File: config.mk
export PLATFORM = sky130hd
export DESIGN_NAME = lhd_core
export DESIGN_NICKNAME = d
export VERILOG_FILES = /design/src/inc/lhd_pkg.sv /design/src/hdl/lhd_baud_gen.sv /design/src/hdl/lhd_rx_sampler.sv /design/src/hdl/lhd_core.sv
export SDC_FILE = /design/constraint.sdc
export NUM_CORES = 1
export LEC_CHECK = 0
export BUFFER_PORTS_ARGS = -buffer_cell sky130_fd_sc_hd__buf_2
export CORE_UTILIZATION = 35
export CTS_BUF_LIST = sky130_fd_sc_hd__clkbuf_4
export DETAILED_ROUTE_END_ITERATION = 8
export PLACE_DENSITY_LB_ADDON = 0.2
export SYNTH_ARGS = -nofsm -noshare
export SYNTH_HDL_FRONTEND = slang
export SYNTH_SLANG_ARGS = --single-unit
File: constraint.sdc
create_clock -name ref_clk -period 2.65 [get_ports ref_clk]
set_input_delay 0.265 -clock ref_clk [delete_from_list [all_inputs] [get_ports ref_clk]]
set_output_delay 0.265 -clock ref_clk [all_outputs]
set_load 0.02 [all_outputs]
File: src/inc/lhd_pkg.sv
package lhd_pkg;

  // Register addresses
  localparam logic [7:0] ADDR_STATUS = 8'h48;
  localparam logic [7:0] ADDR_BAUD = 8'h4A;
  localparam logic [7:0] ADDR_CTRL_TWO = 8'h4C;
  localparam logic [7:0] ADDR_CTRL_THREE = 8'h4D;
  localparam logic [7:0] ADDR_EXT_RX = 8'h4E;
  localparam logic [7:0] ADDR_EXT_TX = 8'h4F;

  // Field positions
  localparam int CR3_LIN_ENABLE = 6;
  localparam int CR3_SLAVE_SELECT = 5;
  localparam int CR3_AUTO_SYNC = 4;
  localparam int CR3_DETECT_METHOD = 3;
  localparam int CR3_IRQ_ENABLE = 2;
  localparam int CR3_SYNC_STATE = 0;
  localparam int CR2_MUTE = 1;

  // Reset values
  localparam logic [7:0] RESET_BYTE = 8'h00;
  localparam logic [11:0] RESET_DIVIDER = 12'h000;
  localparam logic [3:0] RESET_FRACTION = 4'h0;

  // Header length codes
  localparam logic [7:0] LEN_AT_BREAK = 8'hFF;
  localparam logic [7:0] LEN_AT_TIMEOUT = 8'h00;

  // Timing, in sample ticks (16 per bit time)
  localparam int OVERSAMPLE = 16;
  localparam int BREAK_BITS = 11;
  localparam int HEADER_MAX_BITS = 57;
  localparam int IDENT_BITS = 10;
  localparam int SYNC_EDGES = 5;
  localparam logic [10:0] BREAK_TICKS = 11'(BREAK_BITS * OVERSAMPLE);
  localparam logic [10:0] HEADER_MAX_TICKS = 11'(HEADER_MAX_BITS * OVERSAMPLE);
  localparam logic [7:0] IDENT_TICKS = 8'(IDENT_BITS * OVERSAMPLE);
  localparam logic [2:0] SYNC_EDGE_LAST = 3'(SYNC_EDGES - 1);

  typedef enum logic [1:0] {ST_IDLE, ST_SYNC, ST_IDENT} lhd_state_type;

  typedef struct packed {
    logic fall;
    logic breakSeen;
  } lhd_rx_event_type;

endpackage

File: src/hdl/lhd_baud_gen.sv
`timescale 1ns/1ns
module lhd_baud_gen #(
  parameter int DIV_WIDTH = 12
) (
  input wire logic ref_clk,
  input wire logic rstn,
  input wire logic [DIV_WIDTH-1:0] divisor,
  output logic sampleTick
);

  // Divisor is mantissa.fraction in sixteenths of a clock; one tick per divisor
  typedef struct packed {
    logic [DIV_WIDTH:0] acc;
    logic tick;
  } lhd_baud_state_type;

  lhd_baud_state_type r;
  lhd_baud_state_type next_r;
  logic [DIV_WIDTH:0] sum;

  always_comb begin
    next_r = r;
    sum = r.acc + (DIV_WIDTH+1)'(lhd_pkg::OVERSAMPLE);
    next_r.tick = 1'h0;
    if (divisor[DIV_WIDTH-1:4] == '0) begin // RULE10
      // Zero mantissa stops the serial clock altogether
      next_r.acc = '0;
    end else if (sum >= {1'h0, divisor}) begin
      next_r.acc = sum - {1'h0, divisor};
      next_r.tick = 1'h1;
    end else begin
      next_r.acc = sum;
    end
  end

  always_ff @(posedge ref_clk or negedge rstn) begin
    if (!rstn) begin
      r <= '0;
    end else begin
      r <= next_r;
    end
  end

  assign sampleTick = r.tick;

endmodule // lhd_baud_gen

File: src/hdl/lhd_rx_sampler.sv
`timescale 1ns/1ns
module lhd_rx_sampler (
  input wire logic ref_clk,
  input wire logic rstn,
  input wire logic rxData,
  input wire logic sampleTick,
  output lhd_pkg::lhd_rx_event_type rxEvent
);

  typedef struct packed {
    logic rxPrev;
    logic [10:0] lowCnt;
    lhd_pkg::lhd_rx_event_type ev;
  } lhd_sampler_state_type;

  lhd_sampler_state_type r;
  lhd_sampler_state_type next_r;

  always_comb begin
    next_r = r;
    next_r.rxPrev = rxData;
    next_r.ev.fall = r.rxPrev & ~rxData;
    next_r.ev.breakSeen = 1'h0;
    if (rxData) begin
      next_r.lowCnt = '0;
    end else if (sampleTick && r.lowCnt != lhd_pkg::BREAK_TICKS) begin
      // Saturates so that one long low level yields one break only
      next_r.lowCnt = r.lowCnt + 11'h001;
      next_r.ev.breakSeen = (r.lowCnt == lhd_pkg::BREAK_TICKS - 11'h001);
    end
  end

  always_ff @(posedge ref_clk or negedge rstn) begin
    if (!rstn) begin
      r <= '{rxPrev: 1'h1, lowCnt: 11'h000, ev: '0};
    end else begin
      r <= next_r;
    end
  end

  assign rxEvent = r.ev;

endmodule // lhd_rx_sampler

File: src/hdl/lhd_core.sv
// Function
// RULE1: Enable and slave bits select off, master, slave.
// RULE2: Method bit picks break or identifier detection.
// RULE3: Under mute, method bit also picks wake-up.
// RULE4: Interrupt enable gates header flag to interrupt.
// RULE5: Header flag cleared by status access, then read.
// RULE6: Identifier method needs break, synch, identifier consecutively.
// RULE7: Synch state set on break, cleared after analysis.
// RULE8: Software clearing synch state returns to idle.
// RULE9: Auto sync counts receive falling edges in synch.
// RULE10: Mantissa 01h-FFh divides; 00h stops clock.
// RULE11: Fraction low nibble sixteenths; upper nibble zero.
// RULE12: Fraction written first; mantissa write applies divider.
// RULE13: Zero mantissa in slave stops transmit, receive clocks.
// RULE14: Slave maps divider onto baud, transmit prescaler addresses.
// RULE15: Software avoids bit read-modify-write on divider.
// RULE16: Length readable only slave with autosync or identifier.
// RULE17: Break loads header length with all ones.
// RULE18: Header timeout loads header length with zero.
// RULE19: Length updates with header flag on success.
// RULE20: Length is 57 minus duration, quarter bits.
// RULE21: Writes to header length are ignored.
`timescale 1ns/1ns
module lhd_core (
  input wire logic ref_clk,
  input wire logic rstn,
  input wire logic [7:0] regAddr,
  input wire logic [7:0] regWdata,
  input wire logic regWrite,
  input wire logic regRead,
  output logic [7:0] regRdata,
  input wire logic rxData,
  input wire logic wakeSelect,
  output logic wakeByIdentifier,
  output logic receiverMute,
  output logic headerIrq,
  output logic linMaster,
  output logic linSlave,
  output logic syncFieldState,
  output logic sampleTick,
  output logic txClockEnable,
  output logic rxClockEnable
);

  typedef struct packed {
    logic linEnable;
    logic slaveSelect;
    logic autoSyncEnable;
    logic headerDetectMethod;
    logic headerIrqEnable;
    logic headerDetectedFlag;
    logic headerError;
    logic mute;
    logic statusArmed;
    logic [3:0] fracPending;
    logic [11:0] divActive;
    logic [7:0] headerLength;
    lhd_pkg::lhd_state_type state;
    logic [2:0] edgeCnt;
    logic [14:0] cycCnt;
    logic identStarted;
    logic [7:0] identTicks;
    logic [10:0] hdrTicks;
    logic [7:0] rdata;
  } lhd_core_state_type;

  lhd_core_state_type r;
  lhd_core_state_type next_r;
  lhd_pkg::lhd_rx_event_type rxEvent;
  logic tick;
  logic slave;
  logic clearFlags;
  logic wakeEvent;
  logic [11:0] measured;

  function automatic logic isSlaveMode(input logic enable, input logic slaveSel);
    return enable & slaveSel; // RULE1
  endfunction

  // Quarter-bit rounding of 57 bit times less the elapsed header
  function automatic logic [7:0] encodeLength(input logic [10:0] ticks);
    logic [11:0] q;
    q = {1'h0, lhd_pkg::HEADER_MAX_TICKS} - {1'h0, ticks} + 12'h002; // RULE20
    return q[9:2];
  endfunction

  lhd_baud_gen #(
    .DIV_WIDTH(12)
  ) u_baud (
    .ref_clk(ref_clk),
    .rstn(rstn),
    .divisor(r.divActive),
    .sampleTick(tick)
  );

  lhd_rx_sampler u_sampler (
    .ref_clk(ref_clk),
    .rstn(rstn),
    .rxData(rxData),
    .sampleTick(tick),
    .rxEvent(rxEvent)
  );

  always_comb begin
    next_r = r;
    next_r.rdata = lhd_pkg::RESET_BYTE;
    slave = isSlaveMode(r.linEnable, r.slaveSelect);
    clearFlags = 1'h0;
    wakeEvent = 1'h0;
    measured = r.cycCnt[14:3];

    // Register reads; data stands for exactly one cycle
    if (regRead) begin
      if (regAddr == lhd_pkg::ADDR_STATUS) begin
        next_r.rdata = {4'h0, r.headerError, 3'h0};
        next_r.statusArmed = 1'h1; // RULE5
      end else if (regAddr == lhd_pkg::ADDR_CTRL_TWO) begin
        next_r.rdata = {6'h00, r.mute, 1'h0};
      end else if (regAddr == lhd_pkg::ADDR_CTRL_THREE) begin
        next_r.rdata = {1'h0, r.linEnable, r.slaveSelect, r.autoSyncEnable,
                        r.headerDetectMethod, r.headerIrqEnable, r.headerDetectedFlag,
                        r.state == lhd_pkg::ST_SYNC};
        clearFlags = r.statusArmed; // RULE5
        next_r.statusArmed = 1'h0;
      end else if (regAddr == lhd_pkg::ADDR_BAUD && slave) begin
        // Reads return the divider in use, which auto sync may have changed
        next_r.rdata = r.divActive[11:4]; // RULE14
      end else if (regAddr == lhd_pkg::ADDR_EXT_RX && slave
                   && (r.autoSyncEnable || r.headerDetectMethod)) begin
        next_r.rdata = r.headerLength; // RULE16
      end else if (regAddr == lhd_pkg::ADDR_EXT_TX && slave) begin
        next_r.rdata = {4'h0, r.divActive[3:0]}; // RULE11
      end
    end

    // Register writes
    if (regWrite) begin
      if (regAddr == lhd_pkg::ADDR_STATUS) begin
        next_r.statusArmed = 1'h1; // RULE5
      end else if (regAddr == lhd_pkg::ADDR_CTRL_TWO) begin
        next_r.mute = regWdata[lhd_pkg::CR2_MUTE];
      end else if (regAddr == lhd_pkg::ADDR_CTRL_THREE) begin
        next_r.linEnable = regWdata[lhd_pkg::CR3_LIN_ENABLE];
        next_r.slaveSelect = regWdata[lhd_pkg::CR3_SLAVE_SELECT];
        next_r.autoSyncEnable = regWdata[lhd_pkg::CR3_AUTO_SYNC];
        next_r.headerDetectMethod = regWdata[lhd_pkg::CR3_DETECT_METHOD];
        next_r.headerIrqEnable = regWdata[lhd_pkg::CR3_IRQ_ENABLE];
        // Flag bit is hardware owned; only a zero on the synch state bit acts
        if (r.state == lhd_pkg::ST_SYNC && !regWdata[lhd_pkg::CR3_SYNC_STATE]) begin
          next_r.state = lhd_pkg::ST_IDLE; // RULE8
        end
      end else if (regAddr == lhd_pkg::ADDR_BAUD && slave) begin
        next_r.divActive = {regWdata, r.fracPending}; // RULE12
      end else if (regAddr == lhd_pkg::ADDR_EXT_TX && slave) begin
        next_r.fracPending = regWdata[3:0]; // RULE11
      end else if (regAddr == lhd_pkg::ADDR_EXT_RX) begin
        // Header length is hardware owned; software writes leave it alone
        next_r.headerLength = r.headerLength; // RULE21
      end
    end

    if (clearFlags) begin
      next_r.headerDetectedFlag = 1'h0;
      next_r.headerError = 1'h0;
    end

    // Header sequencing; hardware sets below take priority over the clear above
    case (r.state)
      lhd_pkg::ST_IDLE: begin
        if (slave && rxEvent.breakSeen) begin
          next_r.state = lhd_pkg::ST_SYNC; // RULE7
          next_r.hdrTicks = lhd_pkg::BREAK_TICKS;
          next_r.edgeCnt = 3'h0;
          next_r.cycCnt = 15'h0000;
          next_r.headerLength = lhd_pkg::LEN_AT_BREAK; // RULE17
          if (!r.headerDetectMethod) begin
            next_r.headerDetectedFlag = 1'h1; // RULE2 RULE6
            wakeEvent = 1'h1;
          end
        end
      end
      lhd_pkg::ST_SYNC: begin
        if (tick) begin
          next_r.hdrTicks = r.hdrTicks + 11'h001;
        end
        if (r.edgeCnt != 3'h0 && r.cycCnt != 15'h7FFF) begin
          next_r.cycCnt = r.cycCnt + 15'h0001;
        end
        if (rxEvent.fall) begin
          next_r.edgeCnt = r.edgeCnt + 3'h1; // RULE9
          if (r.edgeCnt == 3'h0) begin
            // Starts at one so edge one to edge five spans the full count
            next_r.cycCnt = 15'h0001;
          end
          if (r.edgeCnt == lhd_pkg::SYNC_EDGE_LAST) begin
            // Eight bit times span the first to fifth edge: cycles/8 is sixteenths
            if (r.autoSyncEnable && measured[11:4] != 8'h00) begin
              next_r.divActive = measured; // RULE9
            end
            next_r.state = lhd_pkg::ST_IDENT; // RULE7
            next_r.identStarted = 1'h0;
            next_r.identTicks = 8'h00;
          end
        end
      end
      lhd_pkg::ST_IDENT: begin
        if (tick) begin
          next_r.hdrTicks = r.hdrTicks + 11'h001;
          if (r.identStarted) begin
            next_r.identTicks = r.identTicks + 8'h01;
          end
        end
        if (rxEvent.fall && !r.identStarted) begin
          next_r.identStarted = 1'h1;
          next_r.identTicks = 8'h00;
        end
        if (tick && r.identStarted && r.identTicks == lhd_pkg::IDENT_TICKS - 8'h01) begin
          next_r.state = lhd_pkg::ST_IDLE;
          if (r.headerDetectMethod) begin
            next_r.headerDetectedFlag = 1'h1; // RULE6
            next_r.headerLength = encodeLength(r.hdrTicks); // RULE19
            wakeEvent = 1'h1;
          end else if (r.autoSyncEnable) begin
            next_r.headerLength = encodeLength(r.hdrTicks); // RULE19
          end
        end
      end
      default: begin
        next_r.state = lhd_pkg::ST_IDLE;
      end
    endcase

    // A header that outlives 57 bit times is abandoned
    if (r.state != lhd_pkg::ST_IDLE && r.hdrTicks >= lhd_pkg::HEADER_MAX_TICKS) begin
      next_r.state = lhd_pkg::ST_IDLE;
      next_r.headerLength = lhd_pkg::LEN_AT_TIMEOUT; // RULE18
      next_r.headerError = 1'h1;
    end

    // Leaving slave mode drops any header in progress
    if (!slave) begin
      next_r.state = lhd_pkg::ST_IDLE;
    end

    if (slave && r.mute && wakeEvent) begin
      next_r.mute = 1'h0; // RULE3
    end
  end

  always_ff @(posedge ref_clk or negedge rstn) begin
    if (!rstn) begin
      r <= '{
        linEnable: 1'h0,
        slaveSelect: 1'h0,
        autoSyncEnable: 1'h0,
        headerDetectMethod: 1'h0,
        headerIrqEnable: 1'h0,
        headerDetectedFlag: 1'h0,
        headerError: 1'h0,
        mute: 1'h0,
        statusArmed: 1'h0,
        fracPending: lhd_pkg::RESET_FRACTION,
        divActive: lhd_pkg::RESET_DIVIDER,
        headerLength: lhd_pkg::RESET_BYTE,
        state: lhd_pkg::ST_IDLE,
        edgeCnt: 3'h0,
        cycCnt: 15'h0000,
        identStarted: 1'h0,
        identTicks: 8'h00,
        hdrTicks: 11'h000,
        rdata: lhd_pkg::RESET_BYTE
      };
    end else begin
      r <= next_r;
    end
  end

  assign regRdata = r.rdata;
  assign receiverMute = r.mute;
  assign linMaster = r.linEnable & ~r.slaveSelect; // RULE1
  assign linSlave = isSlaveMode(r.linEnable, r.slaveSelect); // RULE1
  assign syncFieldState = (r.state == lhd_pkg::ST_SYNC); // RULE7
  assign sampleTick = tick; // RULE10
  // Wake choice follows the method bit only while muted in slave mode
  assign wakeByIdentifier = (linSlave && r.mute) ? r.headerDetectMethod : wakeSelect; // RULE3
  assign headerIrq = linSlave & r.headerIrqEnable & r.headerDetectedFlag; // RULE4
  // Gating rather than a real clock switch keeps one clock tree
  assign txClockEnable = ~(linSlave && r.divActive[11:4] == 8'h00); // RULE13
  assign rxClockEnable = ~(linSlave && r.divActive[11:4] == 8'h00); // RULE13

endmodule // lhd_core

=== Word level (Yosys, flattened, before mapping) ===
Index checks and enable logic that the tools add are counted.

* Output and inout bits: 17
* Input bits: 22
* Logic and storage cells: 184
* Register bits: 109

* Equal/unequal tests: 22
* Add/sub/neg operators: 9
* Reductions and logical operators: 40
* Mux-type cells: 74
* $lt $le $gt $ge: 2
* Bitwise logic cells: 12

{| class="wikitable"
|+ Operators with widths
! kind !! number
|-
| $mux W8 || 9
|-
| $mux W12 || 5
|-
| $mux W28 || 2
|-
| $mux W26 || 2
|-
| $eq A8 B7 Y1 const B || 6
|-
| $mux W11 || 4
|-
| $pmux W18 S2 || 1
|-
| $pmux W11 S3 || 1
|-
| $mux W15 || 2
|-
| $mux W29 || 1
|-
| $mux W1 || 26
|-
| $mux W13 || 2
|-
| $mux W24 || 1
|-
| $add A11 B1 Y11 const B || 2
|-
| $mux W10 || 2
|-
| $mux W19 || 1
|-
| $mux W9 || 2
|-
| $pmux W9 S2 || 1
|-
| $logic_and A1 B1 Y1 || 16
|-
| $pmux W8 S2 || 1
|-
| $add A15 B1 Y15 const B || 1
|-
| $ne A15 B15 Y1 const B || 1
|-
| $reduce_bool A2 Y1 || 7
|-
| $add A13 B5 Y13 const B || 1
|-
| other kinds (35) || 62
|}

=== Logic depth before layout (Yosys ltp) ===
* Depth in word-level cells: 14
* Depth in mapped cells: 11
* Mapped depth without buffers: 10

=== Cells and area by module ===
From an unflattened synthesis, not the netlist that was laid out.

* Cell total of the unflattened synthesis: 747
* Area, all modules: 6,919.1 µm²

{| class="wikitable"
|+ Modules (own cells, without submodules)
! module !! cells each !! area each (µm²) !! sequential area each (µm²) !! times used
|-
| lhd_core || 511 || 4,805.9 || 2,026.9 || 1
|-
| lhd_baud_gen || 168 || 1,400.1 || 350.3 || 1
|-
| lhd_rx_sampler || 68 || 713.2 || 351.6 || 1
|}

=== Worst setup path after synthesis ===
No wires, ideal clock.

* Kind: flip-flop to flip-flop
* From: reg u_baud.r[7] in the netlist's numbering
* To: reg u_baud.r[1] in the netlist's numbering
* Library setup time: 0.126 ns
* Clock period less this slack: 2.476 ns
* Stages on the path, launching flop included: 11
* Path slack: 0.174 ns
* Required time: 2.524 ns
* Arrival: 2.351 ns
* Buffers on the path: 1
* Cells stage by stage: dfrtp_1 -> and3_1 -> and3_1 -> and3_1 -> xor2_1 -> ha_1 -> nand4_1 -> nor3_1 -> or3_1 -> buf_2 -> o311a_1

* Longest elaborated chain between the ends: 4

{| class="wikitable"
|+ Ends and longest elaborated chain
! what !! RTL line !! source
|-
| from (decl) || lhd_baud_gen.sv:17 || <nowiki>lhd_baud_state_type r;</nowiki>
|-
| from (signal assigned) || lhd_baud_gen.sv:40 || <nowiki>r <= next_r;</nowiki>
|-
| $add A13 B5 Y13 || lhd_baud_gen.sv:23 || <nowiki>sum = r.acc + (DIV_WIDTH+1)'(lhd_pkg::OVERSAMPLE);</nowiki>
|-
| $ge A13 B12 Y1 || lhd_baud_gen.sv:28 || <nowiki>end else if (sum >= {1'h0, divisor}) begin</nowiki>
|-
| $mux W13 || lhd_baud_gen.sv:28 ||
|-
| $mux W13 || lhd_baud_gen.sv:25 || <nowiki>if (divisor[DIV_WIDTH-1:4] == '0) begin</nowiki>
|}

No other way between the ends.
A chain may end at the register's enable or synchronous reset.

==> run metrics <==
net load switching power 0.000658 W; sequential cell fraction of total power 61.3%; Skew-Pair Late Insertion Delay 0.48 ns; instance count of the mapped netlist 728; dominant register cell in the synthesized netlist sky130_fd_sc_hd__dfrtp_1; synthesized netlist net count 776; transition at the pin with the smallest max-transition slack 1.04 ns; netlist area before placement 6520 um2; most instantiated cells after synthesis sky130_fd_sc_hd__dfrtp_1 (108), sky130_fd_sc_hd__a21oi_1 (66), sky130_fd_sc_hd__nand2_1 (63); Total Power Consumption 0.00274 W; number of enable flip-flop cells after synthesis 0; Core Footprint 18100 um2; Final Wtd Congestion 0.929; f_max 0.387 GHz; vias after detailed routing 5516; Synth-to-Final Area Change 10.7%; Worst Setup Path Type register to register; final number of setup-violating endpoints 0; CP Launch Type register; final hold violation count 0; H-tree levels 3; largest net degree at the start of global routing 53; ports placed on the boundary 39; count of routing violations after the opening detailed-route iteration 399; total number of nets in the final design 812; final max-slew violation count 0; path depth of the worst reg2reg path 10; count of warnings emitted by yosys 0; initial core utilization 36.0%; CTS tree built; Switching Share 24.0%; CP Capture Type register; CTS Buffer Depth 2; area used by multi-input combinational logic 3490 um2; most frequently used cell type in the post-synthesis netlist sky130_fd_sc_hd__dfrtp_1; relative slew slack 30.2%; number of DRC violations after detailed routing 14; global-route usage over all layers 17.8%; clock tree root buffer cell sky130_fd_sc_hd__clkbuf_4; total iterations of the first detailed-routing run 9; fill cell total of the finished layout 1811; count of input and output buffers 38; wire length per cell 16.8 um; number of rows in the core area 49; antenna violations before repair 1; pre-CTS WS -0.0330 ns; detail-routed via count per cell 5.52; die height 138 um; register area 2730 um2; hold crit path type input port to register; Congestion Overflow GR 0; Worst EP required 3.07 ns; leakage power figure 3.23 nW; tightest hold margin 0.0530 ns; distinct cell type count of the synthesized netlist 69; power share of the combinational group 3.7%; area leader, netlist sky130_fd_sc_hd__dfrtp_1; Chip Width 138 um; part of the Yosys area used for sequential elements 41.9%; max-cap violation count 0; Synth Register Bits 109; post-route ant nets 0; Final min period 2.59 ns; Post-Route Skew 0.0161 ns; share of layout cells above drive strength 1 14.0%; Power per Cell Area 380 nW/um2; total number of clock tree sinks 109; async set or reset register ratio after synthesis 100%; Post-DP HPWL 12400 um; average instance area after synthesis 8.95 um2; Hold Path Cell Cnt 2; Critical Path AT 3.00 ns; violated checks DRC; clock share of power 35.0%; Die Outline Area 19200 um2; Peak supply drop 0.000201 V; total routed wirelength 16800 um; portion of synthesized cell area occupied by the leading cell type 41.5%; internal power consumption 0.00208 W; clock transition at the registers of the reported paths 0.17 ns; global-route wire length before repair 27300 um; critical-path maximum fanout 3; outcome complete, but fails checks; main area contributors after synthesis sky130_fd_sc_hd__dfrtp_1 (41%), sky130_fd_sc_hd__a21oi_1 (5.1%), sky130_fd_sc_hd__ha_1 (4.8%), sky130_fd_sc_hd__o21ai_0 (4.2%), sky130_fd_sc_hd__nand2_1 (3.6%); final setup margin 0.0632 ns; clock buffer count from CTS 9; number of global-route vias before repair 5301; fin crit share 97.6%
[flip-flops by register name (all words and copies together) (netlist names)]
register and count:
u_sampler.r 12, r 60, receiverMute 1, regRdata 8, measured 12, u_sampler.rxEvent 2
u_baud.r 13, u_baud.sampleTick 1
[power groups by stage]
stage	logic [W]	clock network, W	registers (W)
floorplan	0.0000245	0	0.00171
global placement	0.0000949	0	0.00171
detailed placement	0.0000976	0	0.00171
CTS	0.000104	0.000992	0.00168
global route	0.000114	0.00106	0.00168
finish	0.000102	0.000958	0.00168
[through the flow]
step	std cells	TNS, ns	cell area [um2]	util (%)
after detailed placement	971	-0.0492	6910	38.2
after floorplan	728	0	6520	-
after global routing	1000	-0.0395	7220	39.9
after CTS	994	0	7150	39.5
after global placement	971	0	6910	38.2
final	1000	0	7220	39.9
[final timing paths]
path	startpoint	to	slack, ns
worst max-delay path	u_baud.r[7]	u_baud.r[13]	0.06
worst min-delay path	regWdata[2]	r[76]	0.05
worst max register to register	u_baud.r[7]	u_baud.r[13]	0.06
worst min register to register	r[74]	r[74]	0.50
max in group asynchronous	rstn	r[79]	1.47
min in group asynchronous	rstn	regRdata[5]	0.34
[cell type report]
class	instances	area share [%]
multi-input combinational	544	48.3
sequential	109	37.8
timing repair buffer	68	6.00
tap	229	3.97
inverter	32	1.66
clock inverter	7	1.23
clock buffer	9	0.936
antenna	2	0.0693
[critical path, stage by stage, from the launching register on]
cell and delay [ns]:
sky130_fd_sc_hd__dfrtp_1 0.41, sky130_fd_sc_hd__and3_1 0.21, sky130_fd_sc_hd__and3_1 0.20, sky130_fd_sc_hd__and3_1 0.19
sky130_fd_sc_hd__xor2_1 0.22, sky130_fd_sc_hd__ha_1 0.31, sky130_fd_sc_hd__buf_4 0.16, sky130_fd_sc_hd__a21oi_1 0.12
sky130_fd_sc_hd__o21ai_0 0.11, sky130_fd_sc_hd__a2111o_1 0.40, sky130_fd_sc_hd__a21oi_1 0.19
[cells in the final DEF, fill, tap and decap left out, types with 9 or more instances in the layout]
| cell | netlist | final |
|---|---|---|
| sky130_fd_sc_hd__dfrtp_1 | 108 | 107 |
| sky130_fd_sc_hd__a21oi_1 | 66 | 65 |
| sky130_fd_sc_hd__nand2_1 | 63 | 63 |
| sky130_fd_sc_hd__nor2_1 | 56 | 56 |
| sky130_fd_sc_hd__o21ai_0 | 55 | 53 |
| sky130_fd_sc_hd__nand3_1 | 45 | 45 |
| sky130_fd_sc_hd__buf_2 | 6 | 37 |
| sky130_fd_sc_hd__inv_1 | 32 | 32 |
| sky130_fd_sc_hd__buf_4 | 10 | 25 |
| sky130_fd_sc_hd__ha_1 | 25 | 24 |
| sky130_fd_sc_hd__xor2_1 | 22 | 22 |
| sky130_fd_sc_hd__nor3_1 | 20 | 18 |
| sky130_fd_sc_hd__mux2i_1 | 16 | 16 |
| sky130_fd_sc_hd__nand4_1 | 15 | 15 |
| sky130_fd_sc_hd__and3_1 | 13 | 13 |
| sky130_fd_sc_hd__xnor2_1 | 13 | 12 |
| sky130_fd_sc_hd__mux2_2 | 10 | 10 |
| sky130_fd_sc_hd__clkbuf_4 | 0 | 9 |
[kinds of logic after synthesis]
group,Yosys count,synth area share (%)
and+or+nand+nor,263,20.8
AOI/OAI and AO/OA,194,18.1
DFF,109,41.9
xor gates and xnor gates,35,4.70
adders and majority gates,26,5.11
buffers and inverters,75,5.32
muxes,26,4.19
[repair_timing]
item	4_1_cts	5_1_grt
cloned	0	0
setup endpoints to repair	13	14
pin swaps	1	3
endpoints found under the hold margin	54	0
buffers inserted	1	4
hold buffers	6	0
gates resized for setup	2	9
[metal layers]
metal	vias up	global-route usage (%)	routed length (um)
li1	2694	-	-
met1	2642	23.9	8020
met2	152	29.0	7740
met3	28	3.84	686
met4	0	4.55	314
met5	-	0	0
(Power assumes the default switching activity.)
